<file path="config.mk">
export PLATFORM = sky130hd
export DESIGN_NAME = sli_status_led
export DESIGN_NICKNAME = d
export VERILOG_FILES = /design/src/shared/sli_pkg.sv /design/src/rtl/sli_timebase.sv /design/src/rtl/sli_status_led.sv
export SDC_FILE = /design/constraint.sdc
export NUM_CORES = 1
export LEC_CHECK = 0
export BUFFER_PORTS_ARGS = -buffer_cell sky130_fd_sc_hd__buf_4
export CAP_MARGIN = 40
export CORE_AREA = 2 2 113 115
export CTS_BUF_LIST = sky130_fd_sc_hd__clkbuf_16
export DETAILED_ROUTE_END_ITERATION = 10
export DIE_AREA = 0 0 115 117
export PLACE_DENSITY = 0.84
export SKIP_CTS_REPAIR_TIMING = 1
export SYNTH_ARGS = -nofsm -noshare
export SYNTH_HDL_FRONTEND = slang
export SYNTH_SLANG_ARGS = --single-unit
</file>
<file path="constraint.sdc">
create_clock -name ref_clk -period 1.87 [get_ports ref_clk]
set_input_delay 0.0935 -clock ref_clk [delete_from_list [all_inputs] [get_ports ref_clk]]
set_output_delay 0.0935 -clock ref_clk [all_outputs]
set_load 0.005 [all_outputs]
</file>
<file path="src/shared/sli_pkg.sv">
// shared constants and types for the status led indicator block
package sli_pkg;

    // fieldbus slave states
    typedef enum logic [1:0]
    {
        SLI_FB_INIT = 2'h0,
        SLI_FB_PREOP = 2'h1,
        SLI_FB_SAFEOP = 2'h3,
        SLI_FB_OP = 2'h2
    } sli_fb_state_e;

    // fieldbus error classes
    typedef enum logic [1:0]
    {
        SLI_ERR_NONE = 2'h0,
        SLI_ERR_SETTING = 2'h1,
        SLI_ERR_DATA = 2'h3,
        SLI_ERR_WDOG = 2'h2
    } sli_fb_err_e;

    // per-axis status sources
    typedef struct packed
    {
        logic ctrl_supply_ok;
        logic alarm;
        logic info;
        logic remote_op;
        logic simulating;
        logic motor_24v;
        logic ext_switch;
    } sli_axis_s;

    // shared blink phases from the timebase
    typedef struct packed
    {
        logic blink;
        logic single_flash;
        logic double_flash;
        logic flicker;
        logic two_blink;
        logic [1:0] sim_step;
    } sli_phase_s;

    // timebase figures at 200 MHz
    localparam int unsigned SLI_CLK_HZ = 200_000_000;
    localparam int unsigned SLI_TICK_US = 50_000;
    localparam int unsigned SLI_TICK_CYC = SLI_CLK_HZ / 1_000_000 * SLI_TICK_US;
    localparam int unsigned SLI_FRAME_TICKS = 24;
    localparam int unsigned SLI_FLICKER_TICKS = 1;
    localparam logic [3:0] SLI_NODE_DEFAULT = 4'h0;

    // interrupt status and mask bit positions
    localparam int unsigned SLI_EV_FB_ERR = 0;
    localparam int unsigned SLI_EV_COMB_ERR = 1;
    localparam int unsigned SLI_EV_OVERHEAT = 2;
    localparam int unsigned SLI_EV_AXIS_ALARM = 3;
    localparam int unsigned SLI_EV_W = 4;

    // register offsets
    localparam logic [3:0] SLI_REG_STATUS = 4'h0;
    localparam logic [3:0] SLI_REG_MASK = 4'h4;
    localparam logic [3:0] SLI_REG_STATE = 4'h8;
    localparam logic [3:0] SLI_REG_FORCE = 4'hc;
    localparam logic [SLI_EV_W-1:0] SLI_MASK_RST = 4'h0;

endpackage : sli_pkg

</file>
<file path="src/rtl/sli_timebase.sv">
// common blink timebase shared by every blinking indicator
`timescale 1ns/10ps
`default_nettype none
module sli_timebase
    import sli_pkg::*;
#(
    parameter int unsigned TICK_CYC = SLI_TICK_CYC,
    parameter int unsigned FRAME_TICKS = SLI_FRAME_TICKS
)
(
    input  wire logic ref_clk,
    input  wire logic rst_n,
    output sli_phase_s phase
);
    logic [31:0] cyc_q;
    logic [7:0]  tick_q;
    logic [1:0]  sim_q;
    logic        flk_q;
    logic        tick;

    assign tick = (cyc_q == TICK_CYC - 1);

    always_ff @(posedge ref_clk)
    begin
        if (!rst_n)
            cyc_q <= 32'h0;
        else if (tick)
            cyc_q <= 32'h0;
        else
            cyc_q <= cyc_q + 32'h1;
    end

    // frame of ticks: all patterns but flicker derive from one counter so phases agree; flicker toggles every tick
    always_ff @(posedge ref_clk)
    begin
        if (!rst_n)
        begin
            tick_q <= 8'h0;
            sim_q  <= 2'h0;
            flk_q  <= 1'b0;
        end
        else if (tick)
        begin
            flk_q <= ~flk_q;
            if (tick_q == 8'(FRAME_TICKS - 1))
            begin
                tick_q <= 8'h0;
                sim_q  <= (sim_q == 2'h2) ? 2'h0 : sim_q + 2'h1;
            end
            else
                tick_q <= tick_q + 8'h1;
        end
    end

    // frame split in twelfths: blink half on, flashes one slot on
    always_ff @(posedge ref_clk)
    begin
        if (!rst_n)
            phase <= '0;
        else
        begin
            phase.blink        <= (tick_q % 8'd4) < 8'd2;
            phase.single_flash <= tick_q < 8'(FRAME_TICKS / 12);
            phase.double_flash <= (tick_q < 8'(FRAME_TICKS / 12)) ||
                                  (tick_q >= 8'(FRAME_TICKS / 6) &&
                                   tick_q < 8'(FRAME_TICKS / 4));
            phase.two_blink    <= (tick_q < 8'(FRAME_TICKS / 6)) ||
                                  (tick_q >= 8'(FRAME_TICKS / 3) &&
                                   tick_q < 8'(FRAME_TICKS / 2));
            phase.flicker      <= flk_q;
            phase.sim_step     <= sim_q;
        end
    end
endmodule : sli_timebase
`default_nettype wire

</file>
<file path="src/rtl/sli_status_led.sv">
// front panel status indication for the multi-axis driver
// How it works
// RL1: the green run led is off in init, blinks in pre-operational, single-flashes in safe-operational, lit in operational.
// RL2: the red fault led is off with no error, blinks on a setting error, single-flashes on data error, double-flashes on watchdog timeout.
// RL3: the communication-axis alarm led is off with no alarm, blinks on an alarm, and is lit on a processor error.
// RL4: each link led is off with no link, lit with link, and flickers while traffic runs.
// RL5: the main power led follows the presence of the main supply.
// RL6: each axis lights its power led while its control supply is normal, alarm led off in normal operation.
// RL7: an axis with an alarm keeps power lit and blinks its alarm led.
// RL8: information or remote operation blinks power and alarm together twice, repeating.
// RL9: simulated operation steps power, then alarm, then both, repeating.
// RL10: the regeneration led is lit while regeneration is active.
// RL11: the thermal led is lit while the resistor reports overheat.
// RL12: the node address comes from tens and units rotary switches, which default to zero.
// RL13: pressing an axis extension switch asserts the input function assigned to it.
// RL14: a 24 V motor on any axis with a 48 V main supply raises the combination alarm.
// RL15: all patterns come from one shared timebase whose periods are parameters.
//
// The address-and-strobe port and the register offsets were left to the implementer.
`timescale 1ns/10ps
`default_nettype none
module sli_status_led
    import sli_pkg::*;
#(
    parameter int unsigned AXES = 4,
    parameter int unsigned PORTS = 2,
    parameter int unsigned TICK_CYC = SLI_TICK_CYC,
    parameter int unsigned FRAME_TICKS = SLI_FRAME_TICKS
)
(
    input  wire logic                 ref_clk,
    input  wire logic                 rst_n,
    // register port
    input  wire logic [3:0]           reg_addr,
    input  wire logic [31:0]          reg_wdata,
    input  wire logic                 reg_wr,
    input  wire logic                 reg_rd,
    output logic [31:0]               reg_rdata,
    output logic                      irq,
    // status sources on the system clock
    input  wire sli_fb_state_e        fb_state,
    input  wire sli_fb_err_e          fb_err,
    input  wire logic                 comm_alarm,
    input  wire logic                 cpu_error,
    input  wire logic [PORTS-1:0]     link_up,
    input  wire logic [PORTS-1:0]     link_traffic,
    input  wire logic                 regen_active,
    input  wire sli_axis_s [AXES-1:0] axis_in,
    // pins from outside the clock domain
    input  wire logic                 main_supply_pin,
    input  wire logic                 main_48v_pin,
    input  wire logic                 overheat_pin,
    input  wire logic [3:0]           node_address_switches_tens,
    input  wire logic [3:0]           node_address_switches_units,
    input  wire logic [AXES-1:0]      extension_push_switch,
    // indicators and derived outputs
    output logic                      run_led,
    output logic                      fault_led,
    output logic                      comm_alarm_led,
    output logic [PORTS-1:0]          link_led,
    output logic                      main_power_led,
    output logic [AXES-1:0]           axis_power_led,
    output logic [AXES-1:0]           axis_alarm_led,
    output logic                      regen_active_indicator,
    output logic                      resistor_overheat_indicator,
    output logic [6:0]                node_address,
    output logic [AXES-1:0]           ext_input_assert,
    output logic                      comb_error_alarm
);
    sli_phase_s          ph;
    logic [2:0]          pin_s1_q;
    logic [2:0]          pin_s2_q;
    logic [7:0]          sw_s1_q;
    logic [7:0]          sw_s2_q;
    logic [AXES-1:0]     ext_s1_q;
    logic [AXES-1:0]     ext_s2_q;
    logic [SLI_EV_W-1:0] status_q;
    logic [SLI_EV_W-1:0] mask_q;
    logic [SLI_EV_W-1:0] ev;
    logic [SLI_EV_W-1:0] ev_prev_q;
    logic [SLI_EV_W-1:0] ev_rise;
    logic [AXES-1:0]     ext_en_q;
    logic [AXES-1:0]     comb_ax;
    logic                any_axis_alarm;
    logic                main_ok;
    logic                main_48v;
    logic                overheat;

    // shared timebase [RL15]
    sli_timebase #(
        .TICK_CYC    (TICK_CYC),
        .FRAME_TICKS (FRAME_TICKS)
    ) u_tb (
        .ref_clk (ref_clk),
        .rst_n   (rst_n),
        .phase   (ph)
    );

    // two-stage synchronisers for pins
    always_ff @(posedge ref_clk)
    begin
        if (!rst_n)
        begin
            pin_s1_q <= 3'h0;
            pin_s2_q <= 3'h0;
            sw_s1_q  <= 8'h0;
            sw_s2_q  <= 8'h0;
            ext_s1_q <= '0;
            ext_s2_q <= '0;
        end
        else
        begin
            pin_s1_q <= {overheat_pin, main_48v_pin, main_supply_pin};
            pin_s2_q <= pin_s1_q;
            sw_s1_q  <= {node_address_switches_tens, node_address_switches_units};
            sw_s2_q  <= sw_s1_q;
            ext_s1_q <= extension_push_switch;
            ext_s2_q <= ext_s1_q;
        end
    end

    assign main_ok  = pin_s2_q[0];
    assign main_48v = pin_s2_q[1];
    assign overheat = pin_s2_q[2];

    // communication axis indicators
    always_ff @(posedge ref_clk)
    begin
        if (!rst_n)
        begin
            run_led        <= 1'b0;
            fault_led      <= 1'b0;
            comm_alarm_led <= 1'b0;
        end
        else
        begin
            case (fb_state)
                SLI_FB_INIT:   run_led <= 1'b0;              // [RL1]
                SLI_FB_PREOP:  run_led <= ph.blink;          // [RL1]
                SLI_FB_SAFEOP: run_led <= ph.single_flash;   // [RL1]
                SLI_FB_OP:     run_led <= 1'b1;              // [RL1]
                default:       run_led <= 1'b0;
            endcase
            case (fb_err)
                SLI_ERR_NONE:    fault_led <= 1'b0;             // [RL2]
                SLI_ERR_SETTING: fault_led <= ph.blink;         // [RL2]
                SLI_ERR_DATA:    fault_led <= ph.single_flash;  // [RL2]
                SLI_ERR_WDOG:    fault_led <= ph.double_flash;  // [RL2]
                default:         fault_led <= 1'b0;
            endcase
            // processor error outranks an ordinary alarm
            if (cpu_error)
                comm_alarm_led <= 1'b1;                        // [RL3]
            else
                comm_alarm_led <= comm_alarm & ph.blink;       // [RL3]
        end
    end

    // link/activity per port
    genvar p;
    generate
        for (p = 0; p < PORTS; p++)
        begin : g_port
            always_ff @(posedge ref_clk)
            begin
                if (!rst_n)
                    link_led[p] <= 1'b0;
                else if (!link_up[p])
                    link_led[p] <= 1'b0;                      // [RL4]
                else if (link_traffic[p])
                    link_led[p] <= ph.flicker;                // [RL4]
                else
                    link_led[p] <= 1'b1;                      // [RL4]
            end
        end
    endgenerate

    // supply, regeneration and thermal indicators
    always_ff @(posedge ref_clk)
    begin
        if (!rst_n)
        begin
            main_power_led              <= 1'b0;
            regen_active_indicator      <= 1'b0;
            resistor_overheat_indicator <= 1'b0;
            node_address                <= 7'(SLI_NODE_DEFAULT);
        end
        else
        begin
            main_power_led              <= main_ok;           // [RL5]
            regen_active_indicator      <= regen_active;      // [RL10]
            resistor_overheat_indicator <= overheat;          // [RL11]
            // tens digit times ten plus units digit [RL12]
            node_address <= 7'(sw_s2_q[7:4]) * 7'd10 + 7'(sw_s2_q[3:0]);
        end
    end

    // driver axis indicators, extension switch and supply combination check
    genvar a;
    generate
        for (a = 0; a < AXES; a++)
        begin : g_axis
            assign comb_ax[a] = axis_in[a].motor_24v & main_48v;  // [RL14]

            always_ff @(posedge ref_clk)
            begin
                if (!rst_n)
                begin
                    axis_power_led[a]   <= 1'b0;
                    axis_alarm_led[a]   <= 1'b0;
                    ext_input_assert[a] <= 1'b0;
                end
                else
                begin
                    // switch acts as its assigned input while pressed, if enabled
                    ext_input_assert[a] <= ext_s2_q[a] & ext_en_q[a];  // [RL13]
                    if (!axis_in[a].ctrl_supply_ok)
                    begin
                        axis_power_led[a] <= 1'b0;
                        axis_alarm_led[a] <= 1'b0;
                    end
                    else if (axis_in[a].simulating)
                    begin
                        axis_power_led[a] <= ph.sim_step != 2'h1;   // [RL9]
                        axis_alarm_led[a] <= ph.sim_step != 2'h0;   // [RL9]
                    end
                    else if (axis_in[a].alarm)
                    begin
                        axis_power_led[a] <= 1'b1;                  // [RL7]
                        axis_alarm_led[a] <= ph.blink;              // [RL7]
                    end
                    else if (axis_in[a].info || axis_in[a].remote_op)
                    begin
                        axis_power_led[a] <= ph.two_blink;          // [RL8]
                        axis_alarm_led[a] <= ph.two_blink;          // [RL8]
                    end
                    else
                    begin
                        axis_power_led[a] <= 1'b1;                  // [RL6]
                        axis_alarm_led[a] <= 1'b0;                  // [RL6]
                    end
                end
            end
        end
    endgenerate

    assign any_axis_alarm = |comb_ax;

    always_ff @(posedge ref_clk)
    begin
        if (!rst_n)
            comb_error_alarm <= 1'b0;
        else
            comb_error_alarm <= any_axis_alarm & main_ok;   // [RL14]
    end

    // events and their rising edges
    always_comb
    begin
        ev = '0;
        ev[SLI_EV_FB_ERR]     = fb_err != SLI_ERR_NONE;
        ev[SLI_EV_COMB_ERR]   = comb_error_alarm;
        ev[SLI_EV_OVERHEAT]   = overheat;
        ev[SLI_EV_AXIS_ALARM] = comm_alarm | cpu_error;
    end

    always_ff @(posedge ref_clk)
    begin
        if (!rst_n)
            ev_prev_q <= '0;
        else
            ev_prev_q <= ev;
    end

    assign ev_rise = ev & ~ev_prev_q;

    // sticky status, write one to clear; a new event wins over the clear
    always_ff @(posedge ref_clk)
    begin
        if (!rst_n)
            status_q <= '0;
        else if (reg_wr && reg_addr == SLI_REG_STATUS)
            status_q <= (status_q & ~reg_wdata[SLI_EV_W-1:0]) | ev_rise;
        else
            status_q <= status_q | ev_rise;
    end

    always_ff @(posedge ref_clk)
    begin
        if (!rst_n)
        begin
            mask_q   <= SLI_MASK_RST;
            ext_en_q <= '0;
        end
        else if (reg_wr)
        begin
            if (reg_addr == SLI_REG_MASK)
                mask_q <= reg_wdata[SLI_EV_W-1:0];
            if (reg_addr == SLI_REG_FORCE)
                ext_en_q <= reg_wdata[AXES-1:0];
        end
    end

    assign irq = |(status_q & mask_q);

    // read data stands one cycle after the strobe, zero otherwise
    always_ff @(posedge ref_clk)
    begin
        if (!rst_n)
            reg_rdata <= 32'h0;
        else if (reg_rd)
        begin
            case (reg_addr)
                SLI_REG_STATUS: reg_rdata <= 32'(status_q);
                SLI_REG_MASK:   reg_rdata <= 32'(mask_q);
                SLI_REG_STATE:  reg_rdata <= {16'h0, 1'b0, node_address,
                                              main_ok, main_48v, overheat,
                                              fb_err, fb_state, comb_error_alarm};
                SLI_REG_FORCE:  reg_rdata <= 32'(ext_en_q);
                default:        reg_rdata <= 32'h0;
            endcase
        end
        else
            reg_rdata <= 32'h0;
    end
endmodule : sli_status_led
`default_nettype wire

</file>
==> results of run 1 <==
## registers in the layout (all words and copies together) (netlist names), 7 cells and up
| name | flops |
|---|---|
| u_tb.cyc_q | 32 |
| u_tb.tick_q | 8 |
| sw_s1_q | 8 |
| sw_s2_q | 8 |
| reg_rdata | 15 |
| node_address | 7 |
| u_tb.phase | 7 |
## cell usage in the layout, fill, tap and decap left out, types with 6 or more instances in the layout
cell type / Yosys / routed
nor2_1: 36 / 36
and2_1: 52 / 52
nand2_1: 25 / 24
a21oi_1: 13 / 13
or4_1: 17 / 17
dlygate4sd3_1: 0 / 39
xnor2_1: 6 / 6
inv_1: 10 / 11
nand4_1: 11 / 11
xor2_1: 8 / 8
nand3_1: 18 / 18
and3_1: 14 / 12
nor3_1: 11 / 11
o31ai_1: 18 / 17
o21ai_0: 7 / 6
dfxtp_1: 138 / 135
buf_4: 18 / 143
nor2b_1: 7 / 7
clkbuf_16: 0 / 17
conb_1: 1 / 17
ha_1: 9 / 7
a211oi_1: 21 / 21
nand2b_1: 6 / 6
nor4_1: 10 / 6
mux2i_1: 11 / 11
## worst max-delay path: stages (launching register included)
cell	delay, ns
dfxtp_1	0.43
nand4_1	0.19
nand2b_2	0.35
or4_1	0.55
a211oi_1	0.27
## power by group through the flow
stage / sequential, W / clock [W] / combinational [W]
finish: 0.00306 / 0.00354 / 0.000435
global route: 0.00307 / 0.00370 / 0.000477
CTS: 0.00306 / 0.00355 / 0.000362
detailed placement: 0.00312 / 0 / 0.000355
global placement: 0.00312 / 0 / 0.000338
floorplan: 0.00311 / 0 / 0.000187
## layout make-up
cell class / count / area (sq um) / area share
clock buffers: 17 / 425 / 0.0543
clock inverters: 15 / 198 / 0.0252
inverters: 11 / 41.3 / 0.00527
multi-input cells: 383 / 2740 / 0.349
flip-flops and latches: 138 / 2770 / 0.353
well taps: 150 / 188 / 0.0239
repair buffers: 183 / 1480 / 0.189
## metrics by stage
step / hold WS (ns) / std cells
after floorplan: 0.185 / 577
after global placement: 0.270 / 824
after CTS: -0.168 / 856
after global routing: 0.00324 / 897
after detailed placement: 0.273 / 824
final: -0.0220 / 897
## path summary, 6_finish.rpt
check	from	to	slack, ns	depth (start not counted)
worst max register to register	u_tb.cyc_q[14]	u_tb.cyc_q[17]	-0.007	4
worst min register to register	sw_s2_q[0]	node_address[0]	0.43	1
worst min-delay path	comm_alarm	ev_prev_q[3]	-0.02	3
worst max-delay path	u_tb.cyc_q[14]	u_tb.cyc_q[17]	-0.007	4
## logic make-up (layout without fill, tap and decap cells)
group	count (synthesis)	in the layout
simple gates	237	239
flops	138	138
compound gates	84	84
buf+inv	58	226
mux	18	18
xor+xnor	14	14
fa+ha+maj	11	11
other cells	1	17
## metal layers
layer,global-route usage,up-vias,wire length (um)
li1,-,2362,-
met4,0.0835,0,265
met1,0.227,2388,5850
met2,0.335,212,7750
met3,0.0422,27,783
met5,0,-,0
==> qor.yml, run 1 <==
outcome: "finished, violations left"
violations: "hold timing, setup timing"
dpl-instance-area_sq_um: 6740
synth_cell_types: 61
gr-total-overflow: 0
p_int_w: 0.00551
clk_latency_ns: 0.42
cts_sinks: 138
grt_start_max_net_pins: 46
design_power_total_w: 0.00704
ys_warn_count: 0
worstPathRequired_ns: 2.19
antenna-diode-count: 0
powerDensity_nw_per_um2: 898
comb_power_share: 0.062
rsz0062_at_grt: "yes"
synth_simple_gate_area_frac: 0.258
synthAdderAreaFrac: 0.0270
synth_top_family_by_area: "simple AND/OR/NAND/NOR gates"
fin_setup_tns_ns: -0.00656
vias: 4989
die-area_sq_um: 13500
post-route-period-util: 1.00
yosys.area.top_type_share: 0.488
netSwitchingPower_w: 0.00154
h-tree-depth: 4
setup_violations: 1
drtAntennaViolNets: 0
clock_path_buffers: 2
finalMaxSlewViolations: 0
timing.hold.ws_ns: -0.0220
drtIter0Drc: 390
synthTopCellsByCount: "dfxtp_1 (138), and2_1 (52), nor2_1 (36)"
drive_above_1_share: 0.290
final_core_util: 0.637
yosysMostFrequentCell: "dfxtp_1"
leakagePower_nw: 3.27
synth.area.mux_share: 0.0413
cap_viol_max_count: 0
pwr-share-clk: 0.503
ys_seq_elements: 138
row_count: 41
hold_viol_final: 2
ys.flop_type: "dfxtp_1"
fmax_mhz: 533
stdcell_area_sq_um: 7840
synth-edff-count: 0
start_util: 0.460
holdCritPathClass: "primary input to register"
die_y_um: 117
core_sq_um: 12300
synth_area_per_cell_sq_um: 10.1
cp_max_fo: 16
skew_ns: 0.0111
worstSetupEndpointType: "register"
grt_pass1_vias: 4461
wire_per_inst_um: 16.3
io_pins: 155
syn-cell-area_sq_um: 5660
grt_pass1_wl_um: 20500
wirelength_um: 14700
place_ws_ns: -0.0404
hpwlAfterDp_um: 8820
synth_cells: 561
numPortBuffers: 105
nets: 839
drt-vias-per-instance: 5.56
switching_share: 0.218
gp_congestion: 0.872
critPathLaunchType: "register"
cts-root-buf: "clkbuf_16"
die_x_um: 115
drt_first_pass_iters: 5
worstPathArrival_ns: 2.19
cts_tree: "built"
synth-xor-area-share: 0.0217
syn_to_final_growth_pct: 38.6
layout_setup_ws_ns: -0.00656
synth_largest_area_cell: "dfxtp_1"
grt_usage: 0.192
cts_buffers: 17
path_class: "register to register"
synth.area.top_cells: "dfxtp_1 (49%), and2_1 (5.7%), a211oi_1 (2.8%)"
peakVddDrop_uv: 678
grt_antenna_before_repair: 0
fillers: 875
seqPwrFrac: 0.435
path_clk_slew_ns: 0.06
yosysSeqAreaShare: 0.488
synthArstFlopShare: 0
min_period_ns: 1.88
synth_compound_area_frac: 0.109
drc_errors: 0
Power figures use the tool's default switching activity.
==> inputs of run 2 (changes only) <==
Settings changed: ABC_CLOCK_PERIOD_IN_PS set to 1870, SYNTH_HIERARCHICAL set to 1.
==> qor.yml, run 2 <==
outcome: "finished, violations left"
violations: "hold timing, setup timing"
nets: 859
synth.area.top_cells: "dfxtp_1 (49%), and2_1 (6.0%), mux2i_1 (3.5%)"
post-route-period-util: 1.03
hpwlAfterDp_um: 9300
grt_pass1_wl_um: 20700
h-tree-depth: 4
drt-vias-per-instance: 5.51
drive_above_1_share: 0.275
die_y_um: 117
peakVddDrop_uv: 574
die_x_um: 115
row_count: 41
antenna-diode-count: 0
skew_ns: 0.00915
layout_setup_ws_ns: -0.0522
grt_start_max_net_pins: 70
cts_buffers: 17
setup_violations: 1
min_period_ns: 1.92
synth_largest_area_cell: "dfxtp_1"
yosysSeqAreaShare: 0.487
critPathLaunchType: "register"
ys_warn_count: 6
gp_congestion: 0.878
drt_first_pass_iters: 5
core_sq_um: 12300
path_clk_slew_ns: 0.06
design_power_total_w: 0.00691
grt_pass1_vias: 4479
ff_latch_area_sq_um: 2770
vias: 5056
syn_to_final_growth_pct: 38.2
wirelength_um: 14900
syn-cell-area_sq_um: 5670
multiInputGateArea_sq_um: 2730
die-area_sq_um: 13500
yosysMostFrequentCell: "dfxtp_1"
finalMaxSlewViolations: 0
dpl-instance-area_sq_um: 6760
cts-root-buf: "clkbuf_16"
ys_seq_elements: 138
fmax_mhz: 520
startpoint: "sw_s2_q[7]"
fin_setup_tns_ns: -0.0522
cpMostUsedCell: "ha_4"
path_delay_family: "adder cells"
synth_cell_types: 70
path_class: "register to register"
holdCritPathClass: "primary input to register"
start_util: 0.460
path_buf_inv: 0
clock_path_buffers: 2
largest_reg_flops: 32
worstPathRequired_ns: 2.21
synthTopCellsByCount: "dfxtp_1 (138), and2_1 (54), nand2_1 (47)"
synth_cells: 576
drtIter0Drc: 380
stdcell_area_sq_um: 7830
clk_latency_ns: 0.41
timing.hold.ws_ns: -0.0235
drtAntennaViolNets: 0
powerDensity_nw_per_um2: 883
wire_per_inst_um: 16.2
yosys.area.top_type_share: 0.487
grt_antenna_before_repair: 0
synth-edff-count: 0
drc_errors: 0
largest_register: "u_tb/cyc_q"
hold_start: "fb_err[0]"
cap_viol_max_count: 0
rsz0062_at_grt: "yes"
cts_tree: "built"
worstPathArrival_ns: 2.26
cts_sinks: 138
grt_usage: 0.195
ys.flop_type: "dfxtp_1"
leakagePower_nw: 3.39
worstPathCellList: "ha_4, ha_4, fa_1, or3_1, a21boi_1"
rr_startpoint: "sw_s2_q[7]"
cp_max_fo: 3
gr-total-overflow: 0
final_core_util: 0.636
io_pins: 155
numPortBuffers: 105
fillers: 885
final_common_cell: "buf_4"
synth_area_per_cell_sq_um: 9.84
synthArstFlopShare: 0
hold_viol_final: 5
worstSetupEndpointType: "register"
cp_slowest_cell: "fa_1"
max_stage_delay_ns: 0.51
reg_top3: "u_tb/cyc_q (32), reg_rdata (15)"
final_cell_mix: "buf_4 (141), dfxtp_1 (136), and2_1 (54)"
-- run 2: power by group --
| group | switching [W] | internal (W) |
|---|---|---|
| Clock | 0.00127 | 0.00209 |
| Sequential | 0.0000479 | 0.00302 |
| Combinational | 0.000205 | 0.000275 |
-- run 2: worst paths after layout --
path                                         to  slack [ns]  depth (start not counted)
worst max-delay path            node_address[5]       -0.05                          5
worst min-delay path               ev_prev_q[0]       -0.02                          3
worst max register to register  node_address[5]       -0.05                          5
worst min register to register      ext_s2_q[2]        0.43                          1
-- run 2: kinds of logic (layout without fill, tap and decap cells) --
kind of cell | after synthesis | after routing | synth area share
AO/OA/AOI/OAI | 91 | 91 | 0.106
buffers and inverters | 56 | 231 | 0.0536
flip-flops | 138 | 138 | 0.487
multiplexers | 24 | 24 | 0.0453
other | 1 | 17 | 0.000662
AND/OR/NAND/NOR | 244 | 244 | 0.263
adder cells (fa/ha/maj) | 11 | 11 | 0.0269
XOR/XNOR | 11 | 11 | 0.0170
-- run 2: per-layer routing --
layer,track usage,part of all wire
met5,0,0
met4,0.0562,0.018
met3,0.0587,0.056
met2,0.346,0.52
met1,0.229,0.40
-- run 2: worst min-delay path, stage by stage --
cell and delay [ns]:
buf_4 0.10, o21ai_0 0.11, inv_1 0.06
-- run 2: area by class of cell --
class,count,share of cell area
inverters,18,0.00863
multi-input cells,398,0.349
well taps,150,0.0240
clock inverters,15,0.0220
repair buffers,181,0.189
clock buffers,17,0.0543
flip-flops and latches,138,0.353
-- run 2: through the flow --
stage	instances	worst slack [ns]
2_1_floorplan	592	0.0154
6_report	917	-0.0522
3_3_place_gp	844	0.0398
3_5_place_dp	844	-0.0269
4_1_cts	876	-0.0675
5_1_grt	917	-0.0557
